File: src/ast_regs_map.svh
// Register map, field positions and reset values of the alarm summary bank
//
// Contract
// - Bits 0-3 OR alarm1, alarm2, burnout, heater break
// - Bit 4 is temperature rise completion
// - Bits 5-6 OR analog input alarms
// - Bit 7 ORs control loop break alarm
// - Bits 8-10 OR secondary input alarms
// - Bits 11-15 read zero, 1 is active
// - Setpoint accepts only values within limiter range
// - Selector: 0 PID, 1 autotuning, default 0
// - Autotuning loads computed PID constants
// - Measured value strictly inside error points
// - Limiter high above 0.1%, low below 99.9%
// - Operation mode must be normal
// - Completion clears selector back to PID
// - Slow process may abandon tuning early
// - Stop condition aborts, restores start PID constants
`ifndef AST_REGS_MAP_SVH
`define AST_REGS_MAP_SVH

// ****************************************************************
// Register indices (per unit, then per channel)
// ****************************************************************
`define AST_IDX_ALARM_SUMMARY 8'h00
`define AST_IDX_SETPOINT_MON 8'h01
`define AST_IDX_TEMP_SETPOINT 8'h02
`define AST_IDX_MOTOR_SETPOINT 8'h03
`define AST_IDX_TUNING_SELECT 8'h04
`define AST_CH_STRIDE 8'h08

// ****************************************************************
// Reset values and field positions
// ****************************************************************
`define AST_RST_SETPOINT 16'h0000
`define AST_RST_TUNING 16'h0000
`define AST_SUMMARY_USED 11
`define AST_OUT_LIM_LOW_PERMIL 16'h0001
`define AST_OUT_LIM_HIGH_PERMIL 16'h03E7
`define AST_SEL_PID 1'b0
`define AST_SEL_TUNE 1'b1

`endif

File: src/ast_pkg.sv
// Types shared by the alarm summary and autotune register bank
package ast_pkg;
   typedef struct packed {
      logic alarm1;
      logic alarm2;
      logic burnout;
      logic heater_break;
      logic analog_input_alarm1;
      logic analog_input_alarm2;
      logic control_loop_break_alarm;
      logic secondary_input_alarm1;
      logic secondary_input_alarm2;
      logic secondary_input_burnout;
   } ast_chan_alarm_t;

   typedef struct packed {
      logic auto_mode;
      logic run_mode;
      logic op_mode_normal;
      logic fail;
      logic [15:0] measured_value;
      logic [15:0] err_point_low;
      logic [15:0] err_point_high;
      logic [15:0] out_lim_high;
      logic [15:0] out_lim_low;
      logic [15:0] set_lim_low;
      logic [15:0] set_lim_high;
   } ast_chan_ctl_t;

   typedef enum logic [2:0] {
      AST_IDLE = 3'b001,
      AST_TUNE = 3'b010,
      AST_DONE = 3'b100
   } ast_tune_state_t;
endpackage

File: src/ast_alarm_or.sv
// OR reduction of every alarm class across all channels into the summary word
`timescale 1ns/100ps
`default_nettype none
`include "ast_regs_map.svh"
module ast_alarm_or #(
   parameter int NCH = 4
) (
   input wire logic clk_sys_in,
   input wire logic reset_in,
   input wire ast_pkg::ast_chan_alarm_t alarms_in [NCH],
   input wire logic rise_done_in,
   output logic [15:0] summary_out
);
   import ast_pkg::*;
   logic [NCH-1:0] cls [10];
   logic [15:0] summary_nxt;
   logic [15:0] summary_r;

   genvar g;
   generate
      for (g = 0; g < NCH; g++) begin : g_ch
         assign cls[0][g] = alarms_in[g].alarm1;
         assign cls[1][g] = alarms_in[g].alarm2;
         assign cls[2][g] = alarms_in[g].burnout;
         assign cls[3][g] = alarms_in[g].heater_break;
         assign cls[4][g] = alarms_in[g].analog_input_alarm1;
         assign cls[5][g] = alarms_in[g].analog_input_alarm2;
         assign cls[6][g] = alarms_in[g].control_loop_break_alarm;
         assign cls[7][g] = alarms_in[g].secondary_input_alarm1;
         assign cls[8][g] = alarms_in[g].secondary_input_alarm2;
         assign cls[9][g] = alarms_in[g].secondary_input_burnout;
      end
   endgenerate

   always_comb begin
      summary_nxt = 16'h0000;
      summary_nxt[0] = |cls[0];
      summary_nxt[1] = |cls[1];
      summary_nxt[2] = |cls[2];
      summary_nxt[3] = |cls[3];
      summary_nxt[4] = rise_done_in;
      summary_nxt[5] = |cls[4];
      summary_nxt[6] = |cls[5];
      summary_nxt[7] = |cls[6];
      summary_nxt[8] = |cls[7];
      summary_nxt[9] = |cls[8];
      summary_nxt[10] = |cls[9];
   end

   always_ff @(posedge clk_sys_in or posedge reset_in) begin
      if (reset_in) begin
         summary_r <= 16'h0000;
      end else begin
         summary_r <= summary_nxt;
      end
   end
   assign summary_out = summary_r;

   // ****************************************************************
   // Checks
   // ****************************************************************
   property p_sum_unused;
      @(posedge clk_sys_in) disable iff (reset_in) summary_r[15:11] == 5'h00;
   endproperty
   a_sum_unused: assert property (p_sum_unused) else $error("unused summary bits set");

   property p_sum_alarm1;
      @(posedge clk_sys_in) disable iff (reset_in) ##1 summary_r[0] == $past(|cls[0]);
   endproperty
   a_sum_alarm1: assert property (p_sum_alarm1) else $error("alarm1 summary wrong");

   property p_sum_rise;
      @(posedge clk_sys_in) disable iff (reset_in) $rose(rise_done_in) |=> summary_r[4];
   endproperty
   a_sum_rise: assert property (p_sum_rise) else $error("rise bit not set");

   property p_sum_lba;
      @(posedge clk_sys_in) disable iff (reset_in) ##1 summary_r[7] == $past(|cls[6]);
   endproperty
   a_sum_lba: assert property (p_sum_lba) else $error("loop break summary wrong");

   property p_sum_ti;
      @(posedge clk_sys_in) disable iff (reset_in)
         ##1 summary_r[10:8] == {$past(|cls[9]), $past(|cls[8]), $past(|cls[7])};
   endproperty
   a_sum_ti: assert property (p_sum_ti) else $error("secondary summary wrong");

   property p_sum_ai;
      @(posedge clk_sys_in) disable iff (reset_in)
         ##1 summary_r[6:5] == {$past(|cls[5]), $past(|cls[4])};
   endproperty
   a_sum_ai: assert property (p_sum_ai) else $error("analog summary wrong");
endmodule
`default_nettype wire

File: src/ast_regs.sv
// Holding-register bank: alarm summary, setpoints and per-channel tuning selector
`timescale 1ns/100ps
`default_nettype none
`include "ast_regs_map.svh"
module ast_regs #(
   parameter int NCH = 4
) (
   input wire logic clk_sys_in,
   input wire logic reset_in,
   input wire logic wr_in,
   input wire logic rd_in,
   input wire logic [7:0] index_in,
   input wire logic [15:0] wdata_in,
   input wire logic rise_done_in,
   input wire ast_pkg::ast_chan_alarm_t alarms_in [NCH],
   input wire ast_pkg::ast_chan_ctl_t ctl_in [NCH],
   input wire logic [NCH-1:0] tune_done_in,
   input wire logic [NCH-1:0] tune_abandon_in,
   input wire logic [47:0] tuned_pid_in [NCH],
   output logic [15:0] rdata_out,
   output logic rvalid_out,
   output logic [NCH-1:0] tuning_out,
   output logic [15:0] setpoint_out [NCH]
);
   import ast_pkg::*;

   // ****************************************************************
   // Storage
   // ****************************************************************
   logic [15:0] summary;
   logic [15:0] sp_r [NCH];
   logic [15:0] sp_nxt [NCH];
   logic [15:0] msp_r [NCH];
   logic [15:0] msp_nxt [NCH];
   logic [NCH-1:0] sp_chg;
   logic [NCH-1:0] sel_wr;
   logic [NCH-1:0] tun;
   logic [NCH-1:0] tun_r;
   logic [15:0] rdata_nxt, rdata_r;
   logic rvalid_r;
   logic [15:0] sp_o_r [NCH];

   ast_alarm_or #(.NCH(NCH)) u_or (
      .clk_sys_in(clk_sys_in),
      .reset_in(reset_in),
      .alarms_in(alarms_in),
      .rise_done_in(rise_done_in),
      .summary_out(summary)
   );

   genvar g;
   generate
      for (g = 0; g < NCH; g++) begin : g_ch
         localparam logic [7:0] BASE = 8'((g + 1) * `AST_CH_STRIDE);
         logic in_lim;
         assign in_lim = wdata_in >= ctl_in[g].set_lim_low && wdata_in <= ctl_in[g].set_lim_high;
         always_comb begin
            sp_nxt[g] = sp_r[g];
            msp_nxt[g] = msp_r[g];
            sp_chg[g] = 1'b0;
            if (wr_in && index_in == BASE + `AST_IDX_TEMP_SETPOINT && in_lim) begin
               sp_nxt[g] = wdata_in;
               sp_chg[g] = (wdata_in != sp_r[g]);
            end
            if (wr_in && index_in == BASE + `AST_IDX_MOTOR_SETPOINT && in_lim) begin
               msp_nxt[g] = wdata_in;
            end
         end
         assign sel_wr[g] = wr_in && index_in == BASE + `AST_IDX_TUNING_SELECT;
         always_ff @(posedge clk_sys_in or posedge reset_in) begin
            if (reset_in) begin
               sp_r[g] <= `AST_RST_SETPOINT;
               msp_r[g] <= `AST_RST_SETPOINT;
               sp_o_r[g] <= `AST_RST_SETPOINT;
            end else begin
               sp_r[g] <= sp_nxt[g];
               msp_r[g] <= msp_nxt[g];
               sp_o_r[g] <= sp_nxt[g];
            end
         end
         ast_tune_chan u_tc (
            .clk_sys_in(clk_sys_in),
            .reset_in(reset_in),
            .ctl_in(ctl_in[g]),
            .sel_wr_in(sel_wr[g]),
            .sel_val_in(wdata_in[0]),
            .sp_changed_in(sp_chg[g]),
            .tune_done_in(tune_done_in[g]),
            .tune_abandon_in(tune_abandon_in[g]),
            .tuned_pid_in(tuned_pid_in[g]),
            .pid_wr_data_in(48'h0),
            .pid_wr_in(1'b0),
            .tuning_out(tun[g]),
            .pid_out()
         );
         assign setpoint_out[g] = sp_o_r[g];
      end
   endgenerate

   // ****************************************************************
   // Read path
   // ****************************************************************
   always_comb begin
      rdata_nxt = 16'h0000;
      if (index_in == `AST_IDX_ALARM_SUMMARY) begin
         rdata_nxt = summary;
      end
      for (int i = 0; i < NCH; i++) begin
         if (index_in == 8'((i + 1) * `AST_CH_STRIDE) + `AST_IDX_SETPOINT_MON) begin
            rdata_nxt = sp_r[i];
         end
         if (index_in == 8'((i + 1) * `AST_CH_STRIDE) + `AST_IDX_TEMP_SETPOINT) begin
            rdata_nxt = sp_r[i];
         end
         if (index_in == 8'((i + 1) * `AST_CH_STRIDE) + `AST_IDX_MOTOR_SETPOINT) begin
            rdata_nxt = msp_r[i];
         end
         if (index_in == 8'((i + 1) * `AST_CH_STRIDE) + `AST_IDX_TUNING_SELECT) begin
            rdata_nxt = {15'h0000, tun[i]};
         end
      end
   end

   always_ff @(posedge clk_sys_in or posedge reset_in) begin
      if (reset_in) begin
         rdata_r <= 16'h0000;
         rvalid_r <= 1'b0;
         tun_r <= '0;
      end else begin
         rdata_r <= rd_in ? rdata_nxt : rdata_r;
         rvalid_r <= rd_in;
         tun_r <= tun;
      end
   end
   assign rdata_out = rdata_r;
   assign rvalid_out = rvalid_r;
   assign tuning_out = tun_r;

   property p_sel_reset;
      @(posedge clk_sys_in) disable iff (reset_in)
         (sel_wr[0] && !wdata_in[0]) |-> ##2 !tuning_out[0];
   endproperty
   a_sel_reset: assert property (p_sel_reset) else $error("selector not PID");

   property p_sp_limit;
      @(posedge clk_sys_in) disable iff (reset_in)
         (wr_in && index_in == `AST_CH_STRIDE + `AST_IDX_TEMP_SETPOINT
          && wdata_in > ctl_in[0].set_lim_high) |=> $stable(sp_r[0]);
   endproperty
   a_sp_limit: assert property (p_sp_limit) else $error("setpoint out of limit");

   c_read: cover property (@(posedge clk_sys_in) rd_in && index_in == `AST_IDX_ALARM_SUMMARY);
endmodule
`default_nettype wire

File: src/ast_tune_chan.sv
// Per-channel autotune selector, start checks, stop conditions and PID snapshot
`timescale 1ns/100ps
`default_nettype none
`include "ast_regs_map.svh"
module ast_tune_chan (
   input wire logic clk_sys_in,
   input wire logic reset_in,
   input wire ast_pkg::ast_chan_ctl_t ctl_in,
   input wire logic sel_wr_in,
   input wire logic sel_val_in,
   input wire logic sp_changed_in,
   input wire logic tune_done_in,
   input wire logic tune_abandon_in,
   input wire logic [47:0] tuned_pid_in,
   input wire logic [47:0] pid_wr_data_in,
   input wire logic pid_wr_in,
   output logic tuning_out,
   output logic [47:0] pid_out
);
   import ast_pkg::*;
   ast_tune_state_t st_r, st_nxt;
   logic [47:0] pid_r, pid_nxt, snap_r, snap_nxt;
   logic pre_ok, stop;

   always_comb begin
      pre_ok = ctl_in.auto_mode && ctl_in.run_mode
         && ctl_in.measured_value > ctl_in.err_point_low
         && ctl_in.measured_value < ctl_in.err_point_high
         && ctl_in.out_lim_high > `AST_OUT_LIM_LOW_PERMIL
         && ctl_in.out_lim_low < `AST_OUT_LIM_HIGH_PERMIL
         && ctl_in.op_mode_normal && !ctl_in.fail;
      stop = !ctl_in.auto_mode || !ctl_in.run_mode || !ctl_in.op_mode_normal || ctl_in.fail
         || ctl_in.measured_value >= ctl_in.err_point_high
         || ctl_in.measured_value <= ctl_in.err_point_low
         || sp_changed_in || tune_abandon_in
         || (sel_wr_in && sel_val_in == `AST_SEL_PID);
      st_nxt = st_r;
      pid_nxt = pid_wr_in ? pid_wr_data_in : pid_r;
      snap_nxt = snap_r;
      case (st_r)
         AST_IDLE: begin
            if (sel_wr_in && sel_val_in == `AST_SEL_TUNE && pre_ok) begin
               st_nxt = AST_TUNE;
               snap_nxt = pid_r;
            end
         end
         AST_TUNE: begin
            if (stop) begin
               st_nxt = AST_IDLE;
               pid_nxt = snap_r;
            end else if (tune_done_in) begin
               st_nxt = AST_DONE;
               pid_nxt = tuned_pid_in;
            end
         end
         AST_DONE: begin
            st_nxt = AST_IDLE;
         end
         default: begin
            st_nxt = AST_IDLE;
         end
      endcase
   end

   always_ff @(posedge clk_sys_in or posedge reset_in) begin
      if (reset_in) begin
         st_r <= AST_IDLE;
         pid_r <= 48'h0;
         snap_r <= 48'h0;
      end else begin
         st_r <= st_nxt;
         pid_r <= pid_nxt;
         snap_r <= snap_nxt;
      end
   end
   assign tuning_out = (st_r == AST_TUNE);
   assign pid_out = pid_r;

   property p_refuse;
      @(posedge clk_sys_in) disable iff (reset_in)
         (st_r == AST_IDLE && sel_wr_in && sel_val_in && !pre_ok) |=> st_r == AST_IDLE;
   endproperty
   a_refuse: assert property (p_refuse) else $error("start accepted unmet");

   property p_done_back;
      @(posedge clk_sys_in) disable iff (reset_in)
         (st_r == AST_TUNE && !stop && tune_done_in) |=> ##1 st_r == AST_IDLE;
   endproperty
   a_done_back: assert property (p_done_back) else $error("no return to PID");

   property p_restore;
      @(posedge clk_sys_in) disable iff (reset_in)
         (st_r == AST_TUNE && stop) |=> (st_r == AST_IDLE && pid_r == $past(snap_r));
   endproperty
   a_restore: assert property (p_restore) else $error("PID not restored");

   property p_load;
      @(posedge clk_sys_in) disable iff (reset_in)
         (st_r == AST_TUNE && !stop && tune_done_in) |=> pid_r == $past(tuned_pid_in);
   endproperty
   a_load: assert property (p_load) else $error("tuned PID not loaded");

   c_start: cover property (@(posedge clk_sys_in) st_r == AST_IDLE ##1 st_r == AST_TUNE);
   c_done: cover property (@(posedge clk_sys_in) st_r == AST_DONE);
   c_abort: cover property (@(posedge clk_sys_in) st_r == AST_TUNE && stop);
endmodule
`default_nettype wire
File: config.mk
export PLATFORM = sky130hd
export DESIGN_NAME = ast_regs
export DESIGN_NICKNAME = d
export VERILOG_FILES = /design/src/ast_pkg.sv /design/src/ast_alarm_or.sv /design/src/ast_regs.sv /design/src/ast_tune_chan.sv
export VERILOG_INCLUDE_DIRS = /design/src
export SDC_FILE = /design/constraint.sdc
export NUM_CORES = 1
export LEC_CHECK = 0
export ABC_CLOCK_PERIOD_IN_PS = 5730
export CAP_MARGIN = 20
export CORE_AREA = 8 8 310 312
export CTS_CLUSTER_DIAMETER = 50
export DETAILED_ROUTE_END_ITERATION = 10
export DIE_AREA = 0 0 318 320
export DONT_BUFFER_PORTS = 1
export PLACE_DENSITY = 0.3
export SETUP_SLACK_MARGIN = 0.2
export SYNTH_ARGS = -nofsm -noshare
export SYNTH_HDL_FRONTEND = slang
export SYNTH_SLANG_ARGS = --single-unit
File: constraint.sdc
create_clock -name clk_sys_in -period 5.73 [get_ports clk_sys_in]
set_input_delay 0.2865 -clock clk_sys_in [delete_from_list [all_inputs] [get_ports clk_sys_in]]
set_output_delay 0.2865 -clock clk_sys_in [all_outputs]
set_load 0.1 [all_outputs]
* After elaboration in Yosys (flattened, before gate mapping)
Cells that the tools add are included.
Storage, ports and cells: register bits after elaboration 172, input port bits 733, output and inout bits 85
Cells by class: order comparisons 32, equality and inequality tests 36, muxes and demuxes 37, bitwise gates (word level) 1, reduce and logical (&&, ||, !) cells 127
Operators by type and width (count):
- 16-bit two-way mux | 16
- 16-bit >= comparator | 8
- 16-bit <= comparator | 8
- 8-bit by 5-bit equality test with 1-bit output (second input constant) | 8
- 16-bit by 1-bit > comparator with 1-bit output (second input constant) | 4
- 16-bit > comparator | 4
- 1-bit logical AND | 64
- 16-bit by 10-bit < comparator with 1-bit output (second input constant) | 4
- 16-bit < comparator | 4
- 16-bit != test | 4
- 4-bit OR reduction | 10
- 3-bit two-way mux | 12
- 8-bit by 4-bit equality test with 1-bit output (second input constant) | 4
- 8-bit by 6-bit equality test with 1-bit output (second input constant) | 4
- 1-bit logical OR | 32
- 3-bit one-hot mux with 2 select lines | 4
- 1-bit logical NOT | 16
- 3-bit by 1-bit equality test with 1-bit output (second input constant) | 4
- 3-bit by 2-bit equality test with 1-bit output (second input constant) | 4
- 3-bit != test (second input constant) | 4
- 11-bit two-way mux | 1
- 8-bit logical NOT | 1
- 2-bit by 1-bit != test with 1-bit output (second input constant) | 4
- 2-bit AND reduction | 4
- other kinds (2) | 5

* Logic depth before layout (Yosys ltp)
Gate-level depths: netlist (run 1).
word-level depth 18, mapped depth 13, mapped depth without buffers 9

* Cells and area by module
Synthesis (run 1) repeated with hierarchy kept, for this count alone.
Unflattened totals: cells, all modules 3094, area total of the unflattened synthesis 33818.7 um^2
By module, submodules not included:
- ast_regs | instances 1, cells an instance 1198, area each 11439.7 um^2, seq. area each 3728.6 um^2
- ast_tune_chan at g_ch[0].u_tc ... | instances 2, cells an instance 469, area each 5634.2 um^2, seq. area each 2478.6 um^2
- ast_tune_chan at g_ch[2].u_tc ... | instances 2, cells an instance 465, area each 5357.6 um^2, seq. area each 2478.6 um^2
- ast_alarm_or | instances 1, cells an instance 28, area each 395.4 um^2, seq. area each 275.3 um^2

* Worst setup path before layout (run 1)
No wires, ideal clock.
path kind input to register, start point input wdata_in[0], end point register sp_o_r (netlist bit setpoint_out[0]), library setup time 0.126 ns, arrival 2.964 ns, required time 5.604 ns, path slack 2.640 ns, cell stages on the path 12, cells stage by stage clkbuf_1 -> clkbuf_1 -> inv_1 -> ha_1 -> nor3b_1 -> o21ai_0 -> o211ai_1 -> a21oi_1 -> nor4_1 -> nor4_2 -> buf_4 -> mux2_2
Between the ends: longest elaborated chain between the ends 3, elaborated cells on any way between the ends 4
Ends and longest elaborated chain:
- start: declaration | line ast_regs.sv:13 | input wire logic [15:0] wdata_in,
- 16-bit >= comparator / 16-bit <= comparator (equally long branches) | line ast_regs.sv:56 | assign in_lim = wdata_in >= ctl_in[g].set_lim_low && wdata_in <= ctl_in[g].set_lim_high;
- 1-bit logical AND | line ast_regs.sv:56
- 1-bit logical AND | line ast_regs.sv:61 | if (wr_in && index_in == BASE + `AST_IDX_TEMP_SETPOINT && in_lim) begin
- end signal: indexed assignment | line ast_regs.sv:74 | sp_o_r[g] <= `AST_RST_SETPOINT;
- end signal: indexed assignment | line ast_regs.sv:78 | sp_o_r[g] <= sp_nxt[g];
- end: declaration | line ast_regs.sv:41 | logic [15:0] sp_o_r [NCH];
Parallel ways exist; a longest one is shown, timed or not. A chain may end at the register's enable or synchronous reset.

* Worst setup path after layout (run 1)
start point input wdata_in[0], end point register g_ch[2].u_tc.st_r[1]
Between the ends: longest elaborated chain between the ends 9, elaborated cells on any way between the ends 18
Ends and longest elaborated chain:
- 16-bit >= comparator / 16-bit <= comparator (equally long branches) | line ast_regs.sv:56
- 1-bit logical AND | line ast_regs.sv:56
- 1-bit logical AND | line ast_regs.sv:61
- 1-bit two-way mux | line ast_regs.sv:61
- 1-bit logical OR (2 in a row) | line ast_tune_chan.sv:35 | || sp_changed_in || tune_abandon_in
- 1-bit logical OR | line ast_tune_chan.sv:32 | stop = !ctl_in.auto_mode || !ctl_in.run_mode || !ctl_in.op_mode_normal || ctl_in.fail
- 3-bit two-way mux / 3-bit != test (equally long branches)
- 3-bit one-hot mux with 2 select lines / 2-bit AND reduction (equally long branches)
- end signal: assignment | line ast_tune_chan.sv:71 | st_r <= st_nxt;
- end: declaration | line ast_tune_chan.sv:21 | ast_tune_state_t st_r, st_nxt;
Parallel ways exist; a longest one is shown, timed or not.

==> out/qor.txt, run 1 <==
total power: 3.25 mW
Synth Cell Area: 0.0148 sq mm
wire per inst: 27.9 um
DRC errors left: 0
CP Max Fanout: 18
core area: 0.0910 sq mm
startpoint types: input pin
max-slew violations: 0
RePlAce Congestion: 0.840
via/cell ratio: 4.54
Hold Crit Start: alarms_in[29]
Yosys top cell area share: 0.283
CP cell instances: inv_1 -> buf_4 -> ha_1 -> nor3b_1 -> o21a_1 -> o21ai_0 -> a2111oi_2 -> nor4_4 -> buf_4 -> a2111o_1 -> a21boi_0
slowest stage delay, CP: 0.93 ns
syn_nets: 2,608
IO Port Bufs: 0
outcome: complete, no violations
Fin Clk Skew: 0.0296 ns
crit path from: wdata_in[0]
Die Y: 320 um
Starting Density: 0.163
initial antenna violation count: 7
First-pass DRT Iterations: 6
largest net degree at the start of global routing: 139
row cnt: 111
Tightest Pin Transition: 1.16 ns
clock-pin slew on the worst setup and hold paths: 0.08 ns
Final Hold Fails: 0
Tot GR Track Use: 0.153
Tmin final: 3.03 ns
final wirelength: 80,900 um
flops & latches, synth: 172
Max-slew headroom: 0.226
post-route cell area: 0.0176 sq mm
Synth Area per Inst: 9.17 sq um
Most common cell on crit path: buf_4
Buf/Inv on CP: 3
clock sink total: 172
first-pass GRT wire length: 112,000 um
die area: 0.102 sq mm
FILL cells: 10,100
Area Overhead vs Synth: 18.9%
grt ovf: 0
Placed Cells: 2,822
Min-Delay Path Class: input pin to register
vias in the first global route: 14,300
Primary FF master, synth: dfrtp_1
First DRT Iteration DRCs: 735
Synth warnings: 0
number of vias in the routed layout: 13,200
final period utilization: 0.529
I/O pin count: 818
Synth area leaders: dfrtp_1 28%, ha_1 22%, mux2_2 7.9%
Req. time, crit path: 6.13 ns
Die X: 318 um
post-route ant nets: 0
Worst path top cell family by delay: compound AO/OA/AOI/OAI gates
H-tree depth: 4
Syn Inst Count: 1,619
Seq/Total Area, Yosys: 0.290
Reg-to-Reg Start: setpoint_out[17]
RSZ-0062 raised after global routing: false
Fmax: 0.330 GHz
Post-layout nets: 2,686
Final setup viols: 0
CTS tree: done
largest area contributor in the synthesized netlist: dfrtp_1
Pleak: 8.72 nW
Clock Tree Buf Depth: 2
critical path class: input pin to register
post-synth cell types: 71
Seq. cell area: 0.00431 sq mm
slowest CP cell: a2111oi_2
ys async rst share: 1.00
pwr/cell area: 184 mW/mm^2
crit end category: register
Worst VDD drop: 0.225 mV
Cell Area, Placed: 0.0166 sq mm
WP data arrival: 3.43 ns
Max-cap violations: 0
Fin Setup TNS: 0 ns
WHS: 0.0145 ns
EDFF count, synth: 0
share of cells above drive strength 1: 0.130
Layout Cells excl Fill: 2,899
multi-input logic area: 0.00940 sq mm
clock root cell: clkbuf_16
Clock Latency Late Sink: 0.49 ns
CTS Buf Count: 17
DP Wirelength: 65,600 um
[synthesized netlist by cell type, drive strengths merged (22+ instances only)]
cell type,count
nand3,36
clkbuf,28
nor4,46
mux2,112
nor3,25
o21ai,45
ha,256
dfrtp,168
a222oi,38
a21o,22
nor2,58
nand2,127
xor2,48
inv,262
a21oi,75
nand4,59
[registers in the layout, summed over array words and instances (netlist names)]
signal and count:
msp_r 64, setpoint_out 64, rdata_out 16, g_ch.u_tc.st_r 12
u_or.summary_out 11, tuning_out 4, rvalid_out 1
[worst reg2reg max path: stages (launching register included)]
cell,delay [ns]
dfrtp_1,1.01
xor2_1,0.33
nor4_1,0.44
nand4_1,0.33
a2111o_1,0.49
a21boi_0,0.19
[final timing paths]
| check | endpoint | slack [ns] | cells past startpoint |
|---|---|---|---|
| worst min register to register | rdata_out[2] | 0.50 | 2 |
| min in group asynchronous | g_ch[1].u_tc.st_r[2] | 0.29 | 2 |
| worst min-delay path | u_or.summary_out[0] | 0.01 | 1 |
| worst max-delay path | g_ch[2].u_tc.st_r[1] | 2.70 | 11 |
| max in group asynchronous | rdata_out[3] | 4.27 | 3 |
| worst max register to register | g_ch[2].u_tc.st_r[1] | 2.85 | 5 |
[placed cells by master, fill, tap and decap left out, types with 6 or more instances in the layout]
cell	synthesis	layout
a211oi_1	14	14
a21o_1	22	22
a21oi_1	75	75
a221oi_1	6	6
a222oi_1	38	38
a22oi_1	6	6
a31oi_1	8	8
and3_1	9	9
buf_4	2	53
clkbuf_16	0	17
clkinv_8	0	9
dfrtp_1	168	168
dlygate4sd3_1	0	41
ha_1	256	256
inv_1	262	261
mux2_2	104	104
mux2_4	8	8
nand2_1	127	127
nand2b_1	10	10
nand3_1	36	36
nand4_1	59	59
nor2_1	56	54
nor2b_1	16	16
nor3_1	24	24
nor3b_1	8	7
nor4_1	42	41
o211ai_1	9	9
o21a_1	16	16
o21ai_0	45	45
or4_1	11	11
xnor2_1	16	16
xor2_1	48	48
[power by group]
part	switching, mW	internal [mW]
logic	0.406	0.257
clock network	0.682	0.596
registers	0.0757	1.23
total	1.16	2.09
[stage by stage]
step	setup slack [ns]	util
4_1_cts	2.63	0.194
2_1_floorplan	0.790	-
3_5_place_dp	2.10	0.182
6_report	2.70	0.194
5_1_grt	2.53	0.194
3_3_place_gp	2.17	0.182
[per-layer routing]
metal | global-route usage | vias to the layer above | share of wire | wire [um]
met3 | 0.0476 | 55 | 0.073 | 5890
met1 | 0.189 | 6616 | 0.43 | 34900
met2 | 0.262 | 467 | 0.48 | 39100
met5 | 0 | - | 0.00016 | 13
met4 | 0.0300 | 2 | 0.013 | 1040
li1 | - | 6035 | - | -
[cells by family after synthesis]
| kind of cell | after synthesis | synth area share |
|---|---|---|
| compound gates | 286 | 0.136 |
| buf+inv | 299 | 0.0786 |
| xor+xnor | 64 | 0.0378 |
| simple gates | 430 | 0.155 |
| flops | 172 | 0.290 |
| fa+ha+maj | 256 | 0.216 |
| mux | 112 | 0.0870 |
[cell type report]
class                           instances  area share
Antenna cell                            3    0.000425
Clock buffer                           17      0.0241
Clock inverter                         15      0.0113
Inverter                              262      0.0560
Multi-Input combinational cell       1148       0.533
Sequential cell                       172       0.244
Tap cell                             1186      0.0841
Timing Repair Buffer                   96      0.0472
[repair_timing]
item                                   in CTS  in global routing
hold buffers                               41                  0
resized for setup                           0                  0
endpoints found under the hold margin     182                  0
setup buffers                               0                  0
No activity file was read; power rests on OpenSTA's default activity.
==> inputs of run 2 (changes only) <==
ABC_AREA = 1   (was unset)
ABC_CLOCK_PERIOD_IN_PS = 2500   (was 5730)
CORE_AREA = 8 8 309 311   (was 8 8 310 312)
DIE_AREA = 0 0 317 319   (was 0 0 318 320)
clock period = 2.5 ns   (was 5.73 ns; I/O delays follow)
==> out/qor.txt, run 2 <==
outcome: complete, no violations
clock sink total: 172
slowest CP cell: dlygate4sd3_1
Primary FF master, synth: dfrtp_1
pre-CTS setup slack: 0.257 ns
pwr/cell area: 398 mW/mm^2
max-slew violations: 0
Synth warnings: 0
IO Port Bufs: 0
crit end category: register
CP Max Fanout: 5
Yosys top cell area share: 0.269
wire per inst: 21.7 um
Max-cap violations: 0
Fin Clk Skew: 0.00882 ns
Req. time, crit path: 2.85 ns
row cnt: 111
Fin Setup TNS: 0 ns
combinational power share: 0.238
Fmax: 0.461 GHz
core area: 0.0907 sq mm
vias in the first global route: 15,600
most frequent cells in the layout: 458 x nand2_1, 354 x inv_1, 256 x ha_1, 168 x dfrtp_1, 164 x a21oi_1
ys async rst share: 1.00
largest area contributor in the synthesized netlist: dfrtp_1
Clock Latency Late Sink: 0.47 ns
CTS Buf Count: 17
P_sw: 2.52 mW
Max-slew headroom: 0.373
CTS tree: done
Tot GR Track Use: 0.145
Syn Inst Count: 2,184
clock share of power: 0.366
first-pass GRT wire length: 107,000 um
final wirelength: 76,100 um
WP data arrival: 2.52 ns
initial antenna violation count: 8
slowest stage delay, CP: 0.54 ns
most common cell after layout, fill and taps aside: nand2_1
most common cell in the netlist: nand2_1
die area: 0.101 sq mm
Final Hold Fails: 0
First-pass DRT Iterations: 6
grt ovf: 0
via/cell ratio: 4.25
Synth Cell Area: 0.0157 sq mm
EDFF count, synth: 0
I/O pin count: 818
clock root cell: clkbuf_16
Tmin final: 2.17 ns
Cell Area, Placed: 0.0178 sq mm
RePlAce Congestion: 0.809
Most common cell on crit path: nand2_1
Pleak: 9.75 nW
Area Overhead vs Synth: 20.0%
Clock Tree Buf Depth: 2
Die Y: 319 um
Starting Density: 0.173
switching share of total power: 0.337
First DRT Iteration DRCs: 722
post-synth cell types: 50
number of vias in the routed layout: 14,900
DP Wirelength: 63,600 um
startpoint types: register
Seq/Total Area, Yosys: 0.275
Int Pwr: 4.96 mW
critical path class: register to register
Worst path top cell family by delay: simple AND/OR/NAND/NOR gates
final setup margin: 0.331 ns
Synth Area per Inst: 7.17 sq um
Reg power frac: 0.396
CP cell instances: or2_2 -> nand3_1 -> nor3_1 -> nand2_1 -> nand4_1 -> buf_4 -> nand2_1 -> nor3_2 -> dlygate4sd3_1
Min-Delay Path Class: input pin to register
Tightest Pin Transition: 0.940 ns
Worst VDD drop: 0.538 mV
largest net degree at the start of global routing: 78
post-route cell area: 0.0188 sq mm
Buf/Inv on CP: 2
syn_nets: 3,173
clock-pin slew on the worst setup and hold paths: 0.07 ns
Final setup viols: 0
Post-layout nets: 3,283
post-route ant nets: 0
Synth area leaders: dfrtp_1 27%, ha_1 20%, nand2_1 11%
Die X: 317 um
final period utilization: 0.867
H-tree depth: 4
most instantiated cells after synthesis: 458 x nand2_1, 356 x inv_1, 256 x ha_1
WHS: 0.0281 ns
DRC errors left: 0
share of cells above drive strength 1: 0.0924
flops & latches, synth: 172
RSZ-0062 raised after global routing: false
## run 2: changes by cell type in the layout (fill, tap and decap cells not counted), moves of 44 or more
cell and delta:
a21oi_1 +89, buf_4 +44, inv_1 +93, mux2_2 -104, nand2_1 +331, nand3_1 +66
nor2_1 +83, o21ai_1 +149
## run 2: what timing repair did
action | 4_1_cts | 5_1_grt
setup endpoints to repair | 0 | 1
hold endpoints to repair | 202 | 0
gates resized for setup | 0 | 5
buffers inserted | 0 | 1
hold buffers | 36 | 0
## run 2: power groups by stage
stage | Combinational [mW] | Sequential, mW | Clock (mW)
final | 1.78 | 2.96 | 2.74
after floorplan | 1.11 | 3.19 | 0
after detailed placement | 1.76 | 3.02 | 0
after CTS | 1.81 | 2.96 | 2.87
after global placement | 1.73 | 3.02 | 0
after global routing | 2.06 | 2.97 | 2.98
## run 2: cell families after synthesis
group | Yosys count | share of synthesized area
compound gates | 411 | 0.138
xor+xnor | 52 | 0.0291
fa+ha+maj | 256 | 0.205
buf+inv | 428 | 0.108
simple gates | 865 | 0.245
flops | 172 | 0.275
## run 2: per-stage QoR
stage	instances	util	power, mW
global placement	3424	0.196	4.75
detailed placement	3424	0.196	4.78
global route	3496	0.207	8.01
finish	3497	0.207	7.48
floorplan	2184	-	4.30
CTS	3491	0.207	7.65
## run 2: final timing paths
path                                           start                    to  slack, ns  cells after the start
max in group asynchronous                   reset_in  g_ch[1].u_tc.st_r[0]       1.65                      3
worst max register to register      setpoint_out[20]  g_ch[2].u_tc.st_r[2]       0.33                      9
worst min register to register  g_ch[1].u_tc.st_r[2]         tuning_out[1]       0.44                      1
worst min-delay path              tune_abandon_in[0]  g_ch[0].u_tc.st_r[2]       0.03                      5
worst max-delay path                setpoint_out[20]  g_ch[2].u_tc.st_r[2]       0.33                      9
min in group asynchronous                   reset_in   u_or.summary_out[5]       0.08                      2
## run 2: area by class of cell
cell class	instances	area, sq um
clock buffers	21	470
inverters	376	1420
well taps	1186	1480
repair buffers	143	1290
multi-input cells	1584	9690
fillers	10200	71900
flip-flops and latches	172	4310
diodes	5	12.5
clock inverters	10	109
## run 2: routing by layer
| layer | track usage | wire length (um) | up-vias |
|---|---|---|---|
| met3 | 0.0583 | 7360 | 77 |
| met4 | 0.0457 | 2040 | 6 |
| met1 | 0.163 | 30100 | 6798 |
| met2 | 0.251 | 36500 | 562 |
| met5 | 0 | 34 | - |
| li1 | - | - | 7424 |
## run 2: worst register-to-register path: stages (launching register included)
cell and delay, ns:
dfrtp_1 0.44, or2_2 0.31, nand3_1 0.13, nor3_1 0.07, nand2_1 0.12, nand4_1 0.10
buf_4 0.18, nand2_1 0.10, nor3_2 0.05, dlygate4sd3_1 0.54
